==> src/core/atc_regs.svh <==
/*
  Register offsets, field positions, reset values and timing counts of the
  acquisition trigger controller.
  Assumes a 200 MHz core clock and byte addresses on the Avalon-MM slave.
*/
`ifndef ATC_REGS_SVH
`define ATC_REGS_SVH

// ****************************************************************
// Geometry
// ****************************************************************
`define ATC_ADDR_W 20
`define ATC_AVS_AW 6

// ****************************************************************
// Register byte offsets
// ****************************************************************
`define ATC_OFS_CMD 6'h00
`define ATC_OFS_CFG 6'h04
`define ATC_OFS_LEVEL 6'h08
`define ATC_OFS_PRE 6'h0C
`define ATC_OFS_SWTRIG 6'h10
`define ATC_OFS_STATUS 6'h14
`define ATC_OFS_TRIGADDR 6'h18
`define ATC_OFS_START 6'h1C
`define ATC_OFS_WRPTR 6'h20
`define ATC_OFS_IRQST 6'h24
`define ATC_OFS_IRQMSK 6'h28

// ****************************************************************
// Field positions
// ****************************************************************
`define ATC_CMD_ARM 0
`define ATC_CMD_HALT 1
`define ATC_CMD_STOP 2
`define ATC_CFG_MODE 0
`define ATC_CFG_SRC 2
`define ATC_CFG_AFALL 4
`define ATC_CFG_DEDGE 5
`define ATC_CFG_DPOL 6
`define ATC_LVL_THR 0
`define ATC_LVL_HYS 16
`define ATC_IRQ_TRIG 0
`define ATC_IRQ_STOP 1

// ****************************************************************
// Reset values
// ****************************************************************
`define ATC_RST_CFG 32'h0000_0000
`define ATC_RST_LEVEL 32'h0000_0000
`define ATC_RST_PRE 20'h0_0000
`define ATC_RST_MASK 2'h0

// ****************************************************************
// Timing
// ****************************************************************
`define ATC_CLK_PS 5000
`define ATC_TRIG_LAT_NS 1000
`define ATC_TRIG_LAT_CYC ((`ATC_TRIG_LAT_NS * 1000) / `ATC_CLK_PS)

`endif

==> src/core/atc_pkg.sv <==
/*
  Types of the acquisition trigger controller: states, sources and
  the packed state record.
  Assumes atc_regs.svh is on the include path.
*/
`include "atc_regs.svh"

package atc_pkg;

  // Controller states, Gray coded along idle, armed, acquire, done
  typedef enum logic [1:0]
  {
    ATC_IDLE = 2'b00,
    ATC_ARMED = 2'b01,
    ATC_ACQ = 2'b11,
    ATC_DONE = 2'b10
  } atc_state_e;

  // Start trigger source; code 3 behaves as software
  typedef enum logic [1:0]
  {
    ATC_SRC_ANALOG = 2'h0,
    ATC_SRC_DIGITAL = 2'h1,
    ATC_SRC_SOFT = 2'h2,
    ATC_SRC_SOFT_ALT = 2'h3
  } atc_src_e;

  // Whole state of the controller
  typedef struct packed
  {
    atc_state_e st;
    logic [2:0] comp_sync;
    logic comp_f;
    logic [2:0] dig_sync;
    logic dig_f;
    logic dig_prev;
    logic seen_idle;
    logic [31:0] cfg;
    logic [31:0] level;
    logic [`ATC_ADDR_W-1:0] pre;
    logic [`ATC_ADDR_W-1:0] wr_ptr;
    logic [`ATC_ADDR_W-1:0] trig_addr;
    logic [`ATC_ADDR_W-1:0] start_addr;
    logic [`ATC_ADDR_W-1:0] pre_avail;
    logic [1:0] irq_st;
    logic [1:0] irq_msk;
    logic ack;
    logic [31:0] rdata;
    logic [15:0] dac;
    logic seq_rst;
    logic trig_pulse;
  } atc_state_s;

endpackage

==> src/core/atc_trigger_ctrl.sv <==
/*
  Acquisition trigger controller: hardware analog and digital start
  triggers, software trigger and stop commands, four pre/post trigger modes,
  circular buffer write addressing, Avalon-MM register slave and interrupt.
  Assumes an external comparator against dac_level, a scan sequencer that
  pulses reading_valid per stored reading, and a buffer of 2**20 words.
*/
`timescale 1ns/1ps
`include "atc_regs.svh"

// Summary of operation
// RULE1: Threshold DAC plus comparator, trigger within 1 us
// RULE2: Host puts trigger channel first in scan
// RULE3: Programmable threshold, edge polarity and hysteresis
// RULE4: Fire only on comparator change after arming
// RULE5: Digital input level or edge, under 1 us
// RULE6: Host checks analog readings for soft trigger
// RULE7: Host compares masked digital pattern
// RULE8: Host fires on counter threshold or range
// RULE9: Late soft trigger starts at causing reading
// RULE10: Soft conditions may also stop acquisition
// RULE11: Pre-trigger modes need a software trigger
// RULE12: No pre-trigger, stop on stop event
// RULE13: Keep programmed pre-trigger readings, stop on event
// RULE14: No pre-trigger, run until host halt
// RULE15: Keep pre-trigger readings, run until halt
// RULE16: Waiting pre-trigger writes buffer circularly
module atc_trigger_ctrl
(
  input wire logic core_clk,
  input wire logic rstn,
  input wire logic [`ATC_AVS_AW-1:0] avs_address,
  input wire logic avs_read,
  input wire logic avs_write,
  input wire logic [31:0] avs_writedata,
  output logic [31:0] avs_readdata,
  output logic avs_waitrequest,
  input wire logic comp_in,
  input wire logic digital_trigger_input,
  output logic [15:0] dac_level,
  input wire logic reading_valid,
  output logic buf_wr_en,
  output logic [`ATC_ADDR_W-1:0] buf_wr_addr,
  output logic scan_gate,
  output logic seq_reset,
  output logic trig_pulse,
  output logic irq
);

  // ****************************************************************
  // Declarations
  // ****************************************************************
  atc_pkg::atc_state_s r_reg; // Registered state
  atc_pkg::atc_state_s r_next; // Next state
  logic pre_mode; // Pre-trigger data wanted
  logic inf_mode; // Only a halt ends the run
  atc_pkg::atc_src_e src; // Start source
  logic soft_src; // Software start selected
  logic ana_act; // Comparator on the trigger side
  logic wr_acc; // Write completes this edge
  logic cmd_arm; // Arm command
  logic cmd_halt; // Halt command
  logic cmd_stop; // Stop event command
  logic sw_fire; // Software trigger write
  logic hw_fire; // Hardware trigger seen
  logic [`ATC_ADDR_W-1:0] pre_used; // Pre-trigger depth actually held

  // ****************************************************************
  // Functions
  // ****************************************************************
  // Saturating 16-bit step, used for both edges of the hysteresis band
  function automatic logic [15:0] sat_step(input logic [15:0] a, input logic [15:0] b,
                                           input logic down);
    logic [16:0] s;
    s = 17'h0_0000;
    if (down)
    begin
      s = {1'b0, a} - {1'b0, b};
      sat_step = s[16] ? 16'h0000 : s[15:0];
    end
    else
    begin
      s = {1'b0, a} + {1'b0, b};
      sat_step = s[16] ? 16'hFFFF : s[15:0];
    end
  endfunction

  // ****************************************************************
  // Decoded configuration and commands
  // ****************************************************************
  assign pre_mode = r_reg.cfg[`ATC_CFG_MODE];
  assign inf_mode = r_reg.cfg[`ATC_CFG_MODE+1];
  assign src = atc_pkg::atc_src_e'(r_reg.cfg[`ATC_CFG_SRC+1:`ATC_CFG_SRC]);
  assign soft_src = src[1];
  // Trigger side of the comparator depends on the chosen edge
  assign ana_act = r_reg.comp_f ^ r_reg.cfg[`ATC_CFG_AFALL]; // [RULE3]
  assign wr_acc = avs_write & r_reg.ack;
  assign cmd_arm = wr_acc & (avs_address == `ATC_OFS_CMD) & avs_writedata[`ATC_CMD_ARM];
  assign cmd_halt = wr_acc & (avs_address == `ATC_OFS_CMD) & avs_writedata[`ATC_CMD_HALT];
  // Stop events are judged by the host and delivered as one command
  assign cmd_stop = wr_acc & (avs_address == `ATC_OFS_CMD) & avs_writedata[`ATC_CMD_STOP]; // [RULE10]
  // Software start only where the mode or the source calls for it
  assign sw_fire = wr_acc & (avs_address == `ATC_OFS_SWTRIG) & (pre_mode | soft_src); // [RULE11]

  // Hardware starts are refused in pre-trigger modes
  always_comb
  begin
    hw_fire = 1'b0;
    if (!pre_mode) // [RULE11]
    begin
      unique case (src)
        atc_pkg::ATC_SRC_ANALOG: hw_fire = r_reg.seen_idle & ana_act; // [RULE1] [RULE4]
        atc_pkg::ATC_SRC_DIGITAL:
        begin
          if (r_reg.cfg[`ATC_CFG_DEDGE])
            hw_fire = (r_reg.dig_f != r_reg.dig_prev) &
                      (r_reg.dig_f == r_reg.cfg[`ATC_CFG_DPOL]); // [RULE5]
          else
            hw_fire = (r_reg.dig_f == r_reg.cfg[`ATC_CFG_DPOL]); // [RULE5]
        end
        atc_pkg::ATC_SRC_SOFT, atc_pkg::ATC_SRC_SOFT_ALT: hw_fire = 1'b0;
      endcase
    end
  end

  // Fewer readings than asked may exist if the trigger came early
  assign pre_used = (r_reg.pre_avail < r_reg.pre) ? r_reg.pre_avail : r_reg.pre; // [RULE13]

  // ****************************************************************
  // Next state
  // ****************************************************************
  // One process computes the whole next state record
  always_comb
  begin
    r_next = r_reg;
    r_next.seq_rst = 1'b0;
    r_next.trig_pulse = 1'b0;
    r_next.ack = 1'b0;

    // Pin synchronisers: a level counts once stages two and three agree
    r_next.comp_sync = {r_reg.comp_sync[1:0], comp_in};
    if (r_reg.comp_sync[1] == r_reg.comp_sync[2])
      r_next.comp_f = r_reg.comp_sync[2];
    r_next.dig_sync = {r_reg.dig_sync[1:0], digital_trigger_input};
    if (r_reg.dig_sync[1] == r_reg.dig_sync[2])
      r_next.dig_f = r_reg.dig_sync[2];
    r_next.dig_prev = r_reg.dig_f;

    // Bus: one wait cycle, read data captured on the first edge
    if ((avs_read | avs_write) & ~r_reg.ack)
    begin
      r_next.ack = 1'b1;
      r_next.rdata = 32'h0000_0000;
      unique case (avs_address)
        `ATC_OFS_CFG: r_next.rdata = r_reg.cfg;
        `ATC_OFS_LEVEL: r_next.rdata = r_reg.level;
        `ATC_OFS_PRE: r_next.rdata = {12'h000, r_reg.pre};
        `ATC_OFS_STATUS: r_next.rdata = {27'h000_0000, r_reg.dig_f, r_reg.comp_f,
                                         r_reg.seen_idle, r_reg.st};
        `ATC_OFS_TRIGADDR: r_next.rdata = {12'h000, r_reg.trig_addr};
        `ATC_OFS_START: r_next.rdata = {12'h000, r_reg.start_addr};
        `ATC_OFS_WRPTR: r_next.rdata = {12'h000, r_reg.wr_ptr};
        `ATC_OFS_IRQST: r_next.rdata = {30'h0000_0000, r_reg.irq_st};
        `ATC_OFS_IRQMSK: r_next.rdata = {30'h0000_0000, r_reg.irq_msk};
        default: r_next.rdata = 32'h0000_0000; // Unmapped and write-only read zero
      endcase
    end

    // Configuration writes
    if (wr_acc)
    begin
      unique case (avs_address)
        `ATC_OFS_CFG: r_next.cfg = avs_writedata;
        `ATC_OFS_LEVEL: r_next.level = avs_writedata; // [RULE3]
        `ATC_OFS_PRE: r_next.pre = avs_writedata[`ATC_ADDR_W-1:0]; // [RULE13]
        `ATC_OFS_IRQMSK: r_next.irq_msk = avs_writedata[1:0];
        default: ;
      endcase
    end

    // Read of the status clears only the bits it returned; a new set wins
    if (avs_read & r_reg.ack & (avs_address == `ATC_OFS_IRQST))
      r_next.irq_st = r_reg.irq_st & ~r_reg.rdata[1:0];

    // Buffer addressing wraps, so waiting overwrites the oldest entry
    if (reading_valid & scan_gate)
    begin
      r_next.wr_ptr = r_reg.wr_ptr + `ATC_ADDR_W'(1); // [RULE16]
      if ((r_reg.st == atc_pkg::ATC_ARMED) && (r_reg.pre_avail != r_reg.pre))
        r_next.pre_avail = r_reg.pre_avail + `ATC_ADDR_W'(1);
    end

    // Hysteresis band: before qualifying, the reference is moved away
    if ((r_reg.st == atc_pkg::ATC_ARMED) && !r_reg.seen_idle)
      r_next.dac = sat_step(r_reg.level[`ATC_LVL_THR+:16], r_reg.level[`ATC_LVL_HYS+:16],
                            ~r_reg.cfg[`ATC_CFG_AFALL]); // [RULE3]
    else
      r_next.dac = r_reg.level[`ATC_LVL_THR+:16]; // [RULE1]

    // Controller sequence
    unique case (r_reg.st)
      atc_pkg::ATC_IDLE, atc_pkg::ATC_DONE:
      begin
        if (cmd_arm)
        begin
          // New scan: restart sequencer and buffer, forget the comparator
          r_next.st = atc_pkg::ATC_ARMED;
          r_next.wr_ptr = `ATC_ADDR_W'(0);
          r_next.pre_avail = `ATC_ADDR_W'(0);
          r_next.seen_idle = 1'b0; // [RULE4]
          r_next.seq_rst = 1'b1;
        end
      end
      atc_pkg::ATC_ARMED:
      begin
        // A comparator already tripped must first return across the band
        if (!ana_act)
          r_next.seen_idle = 1'b1; // [RULE4]
        if (cmd_halt)
          r_next.st = atc_pkg::ATC_IDLE;
        else if (hw_fire)
        begin
          r_next.st = atc_pkg::ATC_ACQ; // [RULE12] [RULE14]
          r_next.trig_addr = r_reg.wr_ptr;
          r_next.start_addr = r_reg.wr_ptr;
          r_next.trig_pulse = 1'b1;
          r_next.irq_st[`ATC_IRQ_TRIG] = 1'b1;
        end
        else if (sw_fire)
        begin
          // Host names the reading that caused the trigger
          r_next.st = atc_pkg::ATC_ACQ;
          r_next.trig_addr = avs_writedata[`ATC_ADDR_W-1:0]; // [RULE9]
          r_next.start_addr = avs_writedata[`ATC_ADDR_W-1:0] - pre_used; // [RULE13] [RULE15]
          r_next.trig_pulse = 1'b1;
          r_next.irq_st[`ATC_IRQ_TRIG] = 1'b1;
        end
      end
      atc_pkg::ATC_ACQ:
      begin
        // Infinite modes ignore stop events and end only on halt
        if (cmd_halt | (cmd_stop & ~inf_mode)) // [RULE12] [RULE13] [RULE14] [RULE15]
        begin
          r_next.st = atc_pkg::ATC_DONE;
          r_next.irq_st[`ATC_IRQ_STOP] = 1'b1;
        end
      end
    endcase
  end

  // ****************************************************************
  // State register
  // ****************************************************************
  // All state is reset to constants only
  always_ff @(posedge core_clk or negedge rstn)
  begin
    if (!rstn)
    begin
      r_reg <= '0;
      r_reg.st <= atc_pkg::ATC_IDLE;
      r_reg.cfg <= `ATC_RST_CFG;
      r_reg.level <= `ATC_RST_LEVEL;
      r_reg.pre <= `ATC_RST_PRE;
      r_reg.irq_msk <= `ATC_RST_MASK;
    end
    else
      r_reg <= r_next;
  end

  // ****************************************************************
  // Outputs
  // ****************************************************************
  // Readings are stored while acquiring, and while waiting if the host
  // may need to look back; otherwise the sequencer is held off
  assign scan_gate = (r_reg.st == atc_pkg::ATC_ACQ) ||
                     ((r_reg.st == atc_pkg::ATC_ARMED) && (pre_mode | soft_src)); // [RULE16]
  assign buf_wr_en = reading_valid & scan_gate;
  assign buf_wr_addr = r_reg.wr_ptr;
  assign avs_waitrequest = (avs_read | avs_write) & ~r_reg.ack;
  assign avs_readdata = r_reg.rdata;
  assign dac_level = r_reg.dac;
  assign seq_reset = r_reg.seq_rst;
  assign trig_pulse = r_reg.trig_pulse;
  assign irq = |(r_reg.irq_st & r_reg.irq_msk);
endmodule

==> config.mk <==
export PLATFORM = sky130hd
export DESIGN_NAME = atc_trigger_ctrl
export DESIGN_NICKNAME = d
export VERILOG_FILES = /design/src/core/atc_pkg.sv /design/src/core/atc_trigger_ctrl.sv
export VERILOG_INCLUDE_DIRS = /design/src /design/src/core
export SDC_FILE = /design/constraint.sdc
export NUM_CORES = 1
export LEC_CHECK = 0
export ABC_AREA = 1
export BUFFER_PORTS_ARGS = -buffer_cell sky130_fd_sc_hd__buf_2
export CORE_MARGIN = 2
export CORE_UTILIZATION = 60
export DETAILED_ROUTE_END_ITERATION = 10
export PLACE_DENSITY = 0.89
export SYNTH_ARGS = -nofsm -noshare
export SYNTH_HDL_FRONTEND = slang
export SYNTH_SLANG_ARGS = --single-unit
export TNS_END_PERCENT = 1
==> constraint.sdc <==
create_clock -name core_clk -period 6.4 [get_ports core_clk]
set_input_delay 1.28 -clock core_clk [delete_from_list [all_inputs] [get_ports core_clk]]
set_output_delay 1.28 -clock core_clk [all_outputs]
set_load 0.005 [all_outputs]
Word level (Yosys, flattened, before mapping)

Index checks and enable logic that the tools add are counted.

$add $sub $neg: 5
Magnitude comparators: 1
Equality and inequality tests: 25
Muxes and demuxes: 41
Bitwise gates (word level): 24
Reductions and logical operators: 20

Operators by type and width:

| cell                  | number |
|---|---|
| $pmux 32 s9           | 1 |
| $mux 20               | 8 |
| $mux 40               | 2 |
| $mux 16               | 4 |
| $add 20x1->20 const B | 2 |
| $mux 33               | 1 |
| $eq 6x5->1 const B    | 4 |
| $lt 20x20->1          | 1 |
| $ne 20x20->1          | 1 |
| $sub 20x20->20        | 1 |
| $eq 6x6->1 const B    | 3 |
| $add 16x16->17        | 1 |
| $sub 16x16->17        | 1 |
| $mux 1                | 16 |
| $and 1x1->1           | 14 |
| $eq 6x4->1 const B    | 2 |
| $mux 2                | 6 |
| $reduce_and 3->1      | 3 |
| $eq 2x2->1 const B    | 4 |
| $reduce_and 2->1      | 4 |
| $eq 6x3->1 const B    | 1 |
| $logic_not 6->1       | 1 |
| $ne 2x2->1 const B    | 3 |
| $pmux 2 s3            | 1 |
| 17 further kinds      | 31 |

Register bits: 231
Input port bits: 45
Word-level logic and storage cells: 137

Logic depth before layout (Yosys ltp)

Gate-level depths: netlist of run 1.

Depth after elaboration: 8
Depth in mapped cells: 27
Mapped depth without buffers: 26

Least setup slack after synthesis of run 1

Ideal clock, no wire load.

Path type: register -> register
From: register r_reg[74] (netlist name)
To: register r_reg[83] (netlist name)
Arrival time: 3.326 ns
Required time: 6.272 ns
Slack: 2.946 ns
Cell stages (with the launch flop): 23
Cells stage by stage: dfrtp_1 ha_1 nand2_1 nor2_2 nand2_1 nor2_1 nand2_1 nand3_1 clkbuf_1 nand2_1 o21ai_0 ha_1 inv_1 fa_1 nand2_1 nand2_1 o21ai_0 o21ai_1 nand3_1 nand2_1 or2_2 nand3_1 a22oi_2

Cells in the longest elaborated chain, start to end: 5

Ends and longest elaborated chain:

| item                   | RTL line                | source |
|---|---|---|
| from (decl)            | atc_trigger_ctrl.sv:53  | `atc_pkg::atc_state_s r_reg;` |
| from (signal assigned) | atc_trigger_ctrl.sv:267 | `r_reg <= r_next;` |
| $lt 20x20->1           | atc_trigger_ctrl.sv:127 | `assign pre_used = (r_reg.pre_avail < r_reg.pre) ? r_reg.pre_avail : r_reg.pre;` |
| $mux 20                | atc_trigger_ctrl.sv:127 |  |
| $sub 20x20->20         | atc_trigger_ctrl.sv:234 | `` r_next.start_addr = avs_writedata[`ATC_ADDR_W-1:0] - pre_used; `` |
| $mux 40                | atc_trigger_ctrl.sv:229 | `else if (sw_fire)` |
| $mux 40                | atc_trigger_ctrl.sv:221 | `else if (hw_fire)` |

Every way passes these cells. The select of a mux whose other input is x is not followed.
A chain may end at the register's enable or synchronous reset.

Worst setup path after layout of run 1

From: register r_reg[70] (netlist name)
To: register r_reg[91] (netlist name)

Cells in the longest elaborated chain, start to end: 5

Ends and longest elaborated chain:

| item             | RTL line |
|---|---|
| $lt 20x20->1     | atc_trigger_ctrl.sv:127 |
| $mux 20 *        | atc_trigger_ctrl.sv:127 |
| $sub 20x20->20 * | atc_trigger_ctrl.sv:234 |
| $mux 40 *        | atc_trigger_ctrl.sv:229 |
| $mux 40 *        | atc_trigger_ctrl.sv:221 |

Every way passes the cells marked *; elsewhere a longest branch is shown, timed or not. The select of a mux whose other input is x is not followed.

==> run metrics, run 1 <==
WP data arrival=5.16 ns; Die Area=about 26000 µm²; synth top area cells=dfrtp_1 (39%), nand2_1 (13%), o21ai_0 (7.1%); Yosys top cell area share=39.2%; worst path bufs/invs=2; Worst-Skew Late Latency=around 0.55 ns; DR DRC count=0; post-route ant nets=0; drt initial violations=about 1500; Syn. warnings=0; Worst-Margin Slew=1.18 ns; most used cell, CP=nand2_1; busiest layer in global routing=met2; Horiz. Die Dim=161 µm; Largest register FFs=154; io pins=119; max cap viols=0; IO Port Bufs=118; # clock sinks=231; Max Transition Viols Final=0; Hold WC Path Type=reg -> reg; non-filler cells, final=2341; dpl hpwl=approximately 36000 µm; fin worst setup slack=1.70 ns; Layout area overhead=8.15%; Post-synth top cells=nand2_1 (513), dfrtp_1 (231), inv_1 (219); Mean Syn Cell Area=approximately 7.5 µm²; Critical Path Max Stage Delay=0.78 ns; Post-Syn Nets=2089; Post-Place Cells=2294; Top Family by Delay on Critical Path=simple AND/OR/NAND/NOR gates; LEAKAGE=between 8 and 9 nW; vias per cell=5.90; total core area=around 24000 µm²; Post-synth EDFFs=0; Area after DPL=between 15000 and 20000 µm²; drt total wl=between 40000 and 50000 µm; Post-synth ARST share=100%; critical path's slowest cell=nand3_1; largest net degree at the start of global routing=between 100 and 150; Netlist cell types=57; final total power=5.11 mW; crit path max fanout=27; Place WS=1.82 ns; Post-CTS Hold Fix Bufs=0; WHS=0.361 ns; Top FF cell, synth=dfrtp_1; Rel. slew slack=21.3%; setup TNS=0 ns; final global-route overflow total=0; Clock Skew=between 0.01 and 0.015 ns; DR WL/cell=roughly 21 µm; Worst VDD drop=around 0.00028 V; final design utilization=65.8%; setup violators final=0; Root Buffer=clkbuf_16; Post-Syn Area=roughly 15000 µm²; ant diodes=0; Setup Crit Path Kind=reg -> reg; fin area=16000 µm²; Synth area leader=dfrtp_1; final hold violations=0; register area share after synthesis=between 30% and 40%; gr usage total=approximately 37%; vias in the first global route=13177; Max H-tree Level=1; # resized after CTS=0; first-pass GRT wire length=73900 µm; Hold Path Cell Cnt=0; Reg2Reg Depth=22; RSZ-0062 raised after global routing=no; Initial Util=60.8%; Setup crit start kind=flop; fill count=2118; CTS tree=done; GRT met2 Usage=59.7%; met3 Use GR=roughly 8.0%; Crit path depth=22; initial antenna violation count=0; Yosys reg bits=approximately 230; Clock Pin Slew Worst Setup and Hold Paths=~0.06 ns; Syn Inst Count=1968; routability congestion estimate=0.997; post-route minimum period=4.70 ns; Cell Pwr Density=roughly 320 nW/µm²; Pre-antenna DRT Iters=9; Die H=161 µm; CTS max path bufs=3; post-CTS setup buffer count=0; fin crit share=73.4%; worst path cell trace=ha_1 -> nand2_1 -> inv_1 -> nand2_1 -> nand2_1 -> a21oi_1 -> nand3_1 -> o21ai_0 -> ha_1 -> inv_1 -> fa_1 -> nand2_1 -> nand2_1 -> o21ai_0 -> o21ai_1 -> nand3_1 -> nand2_1 -> nand3_1 -> nand2_1 -> nand2_1 -> nand3_1 -> a21oi_1; Fmax=about 210 MHz; status=finished clean; Data required, critical path=about 7 ns; Rows=57; CTS buffer count=26; routing usage on met1=between 40% and 50%; layout cells sized above 1=~12%; vias=approximately 14000; crit end category=flop; nets@finish=2119; most common cell in the synthesized netlist=nand2_1
metal layers:
layer  vias to the layer above  routed length (µm)
li1                       6459                   -
met1                      6505               19200
met2                       728               22100
met3                       121                4560
met4                         0                2650
met5                         -                   0
layout make-up:
type / count / area, µm² / area share (%)
Multi-Input combinational cell: 1377 / 7300 / 45.8
Sequential cell: 231 / 5780 / 36.2
Inverter: 232 / 876 / 5.49
Clock buffer: 36 / 759 / 4.76
Timing Repair Buffer: 130 / 691 / 4.33
Tap cell: 324 / 405 / 2.54
Clock inverter: 11 / 138 / 0.863
report_power, final:
part / total, mW / internal, mW / switching [mW]
sequential: 1.77 / 1.60 / 0.168
combinational: 1.76 / 0.590 / 1.17
clock: 1.57 / 0.946 / 0.628
kinds of logic (layout without fill, tap and decap cells):
family | Yosys count | after routing | share of synthesized area, %
AO/OA/AOI/OAI | 440 | 440 | 17.2
XOR/XNOR | 34 | 34 | 2.07
adder cells (fa/ha/maj) | 78 | 78 | 6.74
buffers and inverters | 360 | 409 | 11.3
flip-flops | 231 | 231 | 39.2
AND/OR/NAND/NOR | 825 | 825 | 23.4
layout by cell type, fill, tap and decap left out, drive strengths merged, types with 3 or more instances in the layout:
cell type / count
nand2: 520
inv: 228
nand3: 89
a21oi: 118
a211oi: 7
buf: 130
o21ai: 216
nor4: 3
a221oi: 9
o21bai: 7
ha: 73
clkinvlp: 3
nor2: 152
o221ai: 3
o31ai: 3
o211ai: 4
nand3b: 3
nor3: 30
a22oi: 18
a31oi: 14
o22ai: 18
clkinv: 9
xor2: 28
clkbuf: 36
nand4: 16
xnor2: 6
a21o: 6
fa: 3
bufinv: 3
a21boi: 4
o21a: 3
dfrtp: 231
or2: 9
o2111ai: 7
path summary, 6_finish.rpt:
check | startpoint | end | slack (ns)
max | r_reg[70] | r_reg[91] | 1.70
min | r_next[227] | r_next[228] | 0.36
max reg2reg | r_reg[70] | r_reg[91] | 1.70
min reg2reg | r_next[227] | r_next[228] | 0.36
max in group asynchronous | rstn | r_reg[171] | 4.20
min in group asynchronous | rstn | dac_level[6] | 0.76
worst register-to-register path, stage by stage (launching register included):
cell,delay [ns]
dfrtp_1,0.46
ha_1,0.34
nand2_1,0.08
inv_1,0.04
nand2_1,0.06
nand2_1,0.06
a21oi_1,0.21
nand3_1,0.78
o21ai_0,0.53
ha_1,0.25
inv_1,0.08
fa_1,0.45
nand2_1,0.11
nand2_1,0.05
o21ai_0,0.13
o21ai_1,0.18
nand3_1,0.10
nand2_1,0.15
nand3_1,0.14
nand2_1,0.06
nand2_1,0.07
nand3_1,0.10
a21oi_1,0.19
Power figures use the tool's default switching activity.
==> inputs of run 2 (changes only) <==
--- a/config.mk
+++ b/config.mk
@@ -9,9 +9,9 @@
 export ABC_AREA = 1
 export BUFFER_PORTS_ARGS = -buffer_cell sky130_fd_sc_hd__buf_2
 export CORE_MARGIN = 2
-export CORE_UTILIZATION = 60
+export CORE_UTILIZATION = 55
 export DETAILED_ROUTE_END_ITERATION = 10
-export PLACE_DENSITY = 0.89
+export PLACE_DENSITY = 0.86
 export SYNTH_ARGS = -nofsm -noshare
 export SYNTH_HDL_FRONTEND = slang
 export SYNTH_SLANG_ARGS = --single-unit
==> constraint.sdc (replaced) <==
create_clock -name core_clk -period 3.8 [get_ports core_clk]
set_input_delay 0.76 -clock core_clk [delete_from_list [all_inputs] [get_ports core_clk]]
set_output_delay 0.76 -clock core_clk [all_outputs]
set_load 0.005 [all_outputs]
==> run metrics, run 2 (synthesized netlist as in run 1, its figures left out) <==
ant diodes=0 (unchanged); most common cell after layout, fill and taps aside=nand2_1; final global-route overflow total=0 (unchanged); first-pass GRT wire length=78900 µm (+6.7%); busiest layer in global routing=met2; drt initial violations=1519 (unchanged); FF-to-FF setup slack=0.18 ns (-1.52 ns); Hold WC Path Type=in -> async; Root Buffer=clkbuf_16; non-filler cells, final=2415 (+3.2%); IO Port Bufs=118 (unchanged); Rel. slew slack=28.6% (+7.3 points); DR WL/cell=21.0 µm (+1.6%); Cell Pwr Density=545 nW/µm² (+70%); fin worst setup slack=0.182 ns (-1.52 ns); Worst-Skew Late Latency=0.54 ns (about the same); Worst VDD drop=0.000438 V (+54%); CTS tree=done; WP data arrival=4.08 ns (-1.08 ns); status=finished clean; RSZ-0062 raised after global routing=yes; WHS=0.280 ns (-0.0809 ns); vias per cell=5.89 (-0.16%); post-route ant nets=0 (unchanged); layout cells sized above 1=16.1% (+4.0 points); Layout area overhead=12.6%; Clock Skew=0.0153 ns (+0.00242 ns); dpl hpwl=38800 µm (+6.6%); final total power=9.05 mW (+77%); Worst Setup SP=r_reg[153]; CTS buffer count=26 (unchanged); CTS max path bufs=3 (unchanged); met3 Use GR=6.71% (-1.2 points); total core area=26200 µm² (+8.1%); routability congestion estimate=0.986 (-1.1%); Post-Place Cells=2361 (+2.9%); Setup Crit Path Kind=reg -> reg; # clock sinks=231 (unchanged); routing usage on met1=48.1% (-0.34 points); Pre-antenna DRT Iters=5 (-4); final hold violations=0 (unchanged); LEAKAGE=8.48 nW (+4.1%); Setup crit start kind=flop; drt total wl=50700 µm (+4.8%); vias=14227 (+3.0%); setup violators final=0 (unchanged); Worst R2R End=r_reg[90]; largest net degree at the start of global routing=104 (-8.0%); gr usage total=36.3% (-0.93 points); GRT met2 Usage=59.1% (-0.66 points); Place WS=-0.291 ns (-2.11 ns); Initial Util=56.3% (-4.5 points); Die H=168 µm (+4.3%); Max Transition Viols Final=0 (unchanged); initial antenna violation count=0 (unchanged); Reg2Reg Depth=22 (unchanged); DR DRC count=0 (unchanged); crit end category=flop; vias in the first global route=13741 (+4.3%); crit path max fanout=6 (-78%); Reg2Reg Launch Point=r_reg[153]; Max H-tree Level=1 (unchanged); fin crit share=95.2% (+22 points); fill count=2274 (+7.4%); most frequent cells in the layout=nand2_1 (507), dfrtp_1 (231), inv_1 (219), o21ai_0 (200), nor2_1 (132); nets@finish=2185 (+3.1%); Die Area=28100 µm² (+8.9%); Largest register FFs=154 (unchanged); max cap viols=0 (unchanged); Data required, critical path=4.27 ns (-2.59 ns); post-route minimum period=3.62 ns (-1.08 ns); Clock Pin Slew Worst Setup and Hold Paths=0.06 ns (about the same); Worst-Margin Slew=1.07 ns (-0.109 ns); io pins=119 (unchanged); Horiz. Die Dim=168 µm (+4.3%); Rows=59 (+3.5%); Fmax=276 MHz (+30%)
==> run 2: cell count changes in the layout (fill, tap and decap cells not counted), moves of 5 or more <==
cell     change
buf_4       +62
o21ai_0      -8
ha_1         -5
o21ai_1      +5
a21oi_1      -5
ha_2         +5
==> run 2: metrics by stage <==
| step | instance area [µm²] | utilization [%] | setup TNS (ns) |
|---|---|---|---|
| 2_1_floorplan | 14800 | - | 0 |
| 3_3_place_gp | 15500 | 59.2 | -0.371 |
| 3_5_place_dp | 15500 | 59.2 | -0.580 |
| 4_1_cts | 16400 | 62.5 | 0 |
| 5_1_grt | 16600 | 63.4 | -0.0752 |
| 6_report | 16600 | 63.4 | 0 |
==> run 2: repair_timing <==
action,4_1_cts,5_1_grt
setup buffers,0,9
hold buffers,0,0
hold endpoints to repair,0,0
setup endpoints to repair,10,15
pin swaps,0,8
cloned,0,1
gates resized for setup,3,43
==> run 2: critical path: stages (launching register included) <==
cell and delay, ns:
dfrtp_1 0.39, inv_1 0.14, ha_1 0.25, nand2_1 0.13, inv_1 0.06, nand2_1 0.07
nand2_1 0.10, a21oi_4 0.19, nand3_4 0.14, buf_4 0.20, buf_4 0.14, nand2_1 0.04
o21ai_0 0.08, ha_1 0.40, nand2_1 0.12, inv_1 0.11, a21boi_2 0.07, buf_4 0.14
o21ai_1 0.25, nand3_1 0.18, nand3_1 0.11, nand3_1 0.11, a22oi_2 0.14
==> run 2: how the worst max path moves through the flow <==
stage	cells after the start	end	slack (ns)
CTS	22	r_reg[94]	0.04
detailed placement	20	r_reg[92]	-0.29
global route	21	r_reg[90]	-0.03
finish	22	r_reg[90]	0.18
global placement	18	r_reg[92]	-0.29
floorplan	22	r_reg[83]	0.35
==> run 2: where the power goes <==
part / switching [mW] / leakage (nW) / internal [mW] / total, mW
Combinational: 2.24 / 5.12 / 1.30 / 3.55
Sequential: 0.275 / 2.94 / 2.69 / 2.97
Clock: 1.04 / 0.418 / 1.50 / 2.54
==> run 2: area by class of cell <==
type                       count  area, µm²  area share [%]
tap                          335        419            2.52
timing repair buffer         196       1240            7.47
clock buffer                  35        746            4.49
multi-input combinational   1377       7440            44.8
inverter                     232        876            5.27
clock inverter                 9        101           0.610
sequential                   231       5780            34.8
==> run 2: layer usage <==
layer | vias to the layer above | part of all wire, %
li1 | 6585 | -
met1 | 6760 | 40
met2 | 750 | 46
met3 | 132 | 9.1
met4 | 0 | 4.6
met5 | - | 0
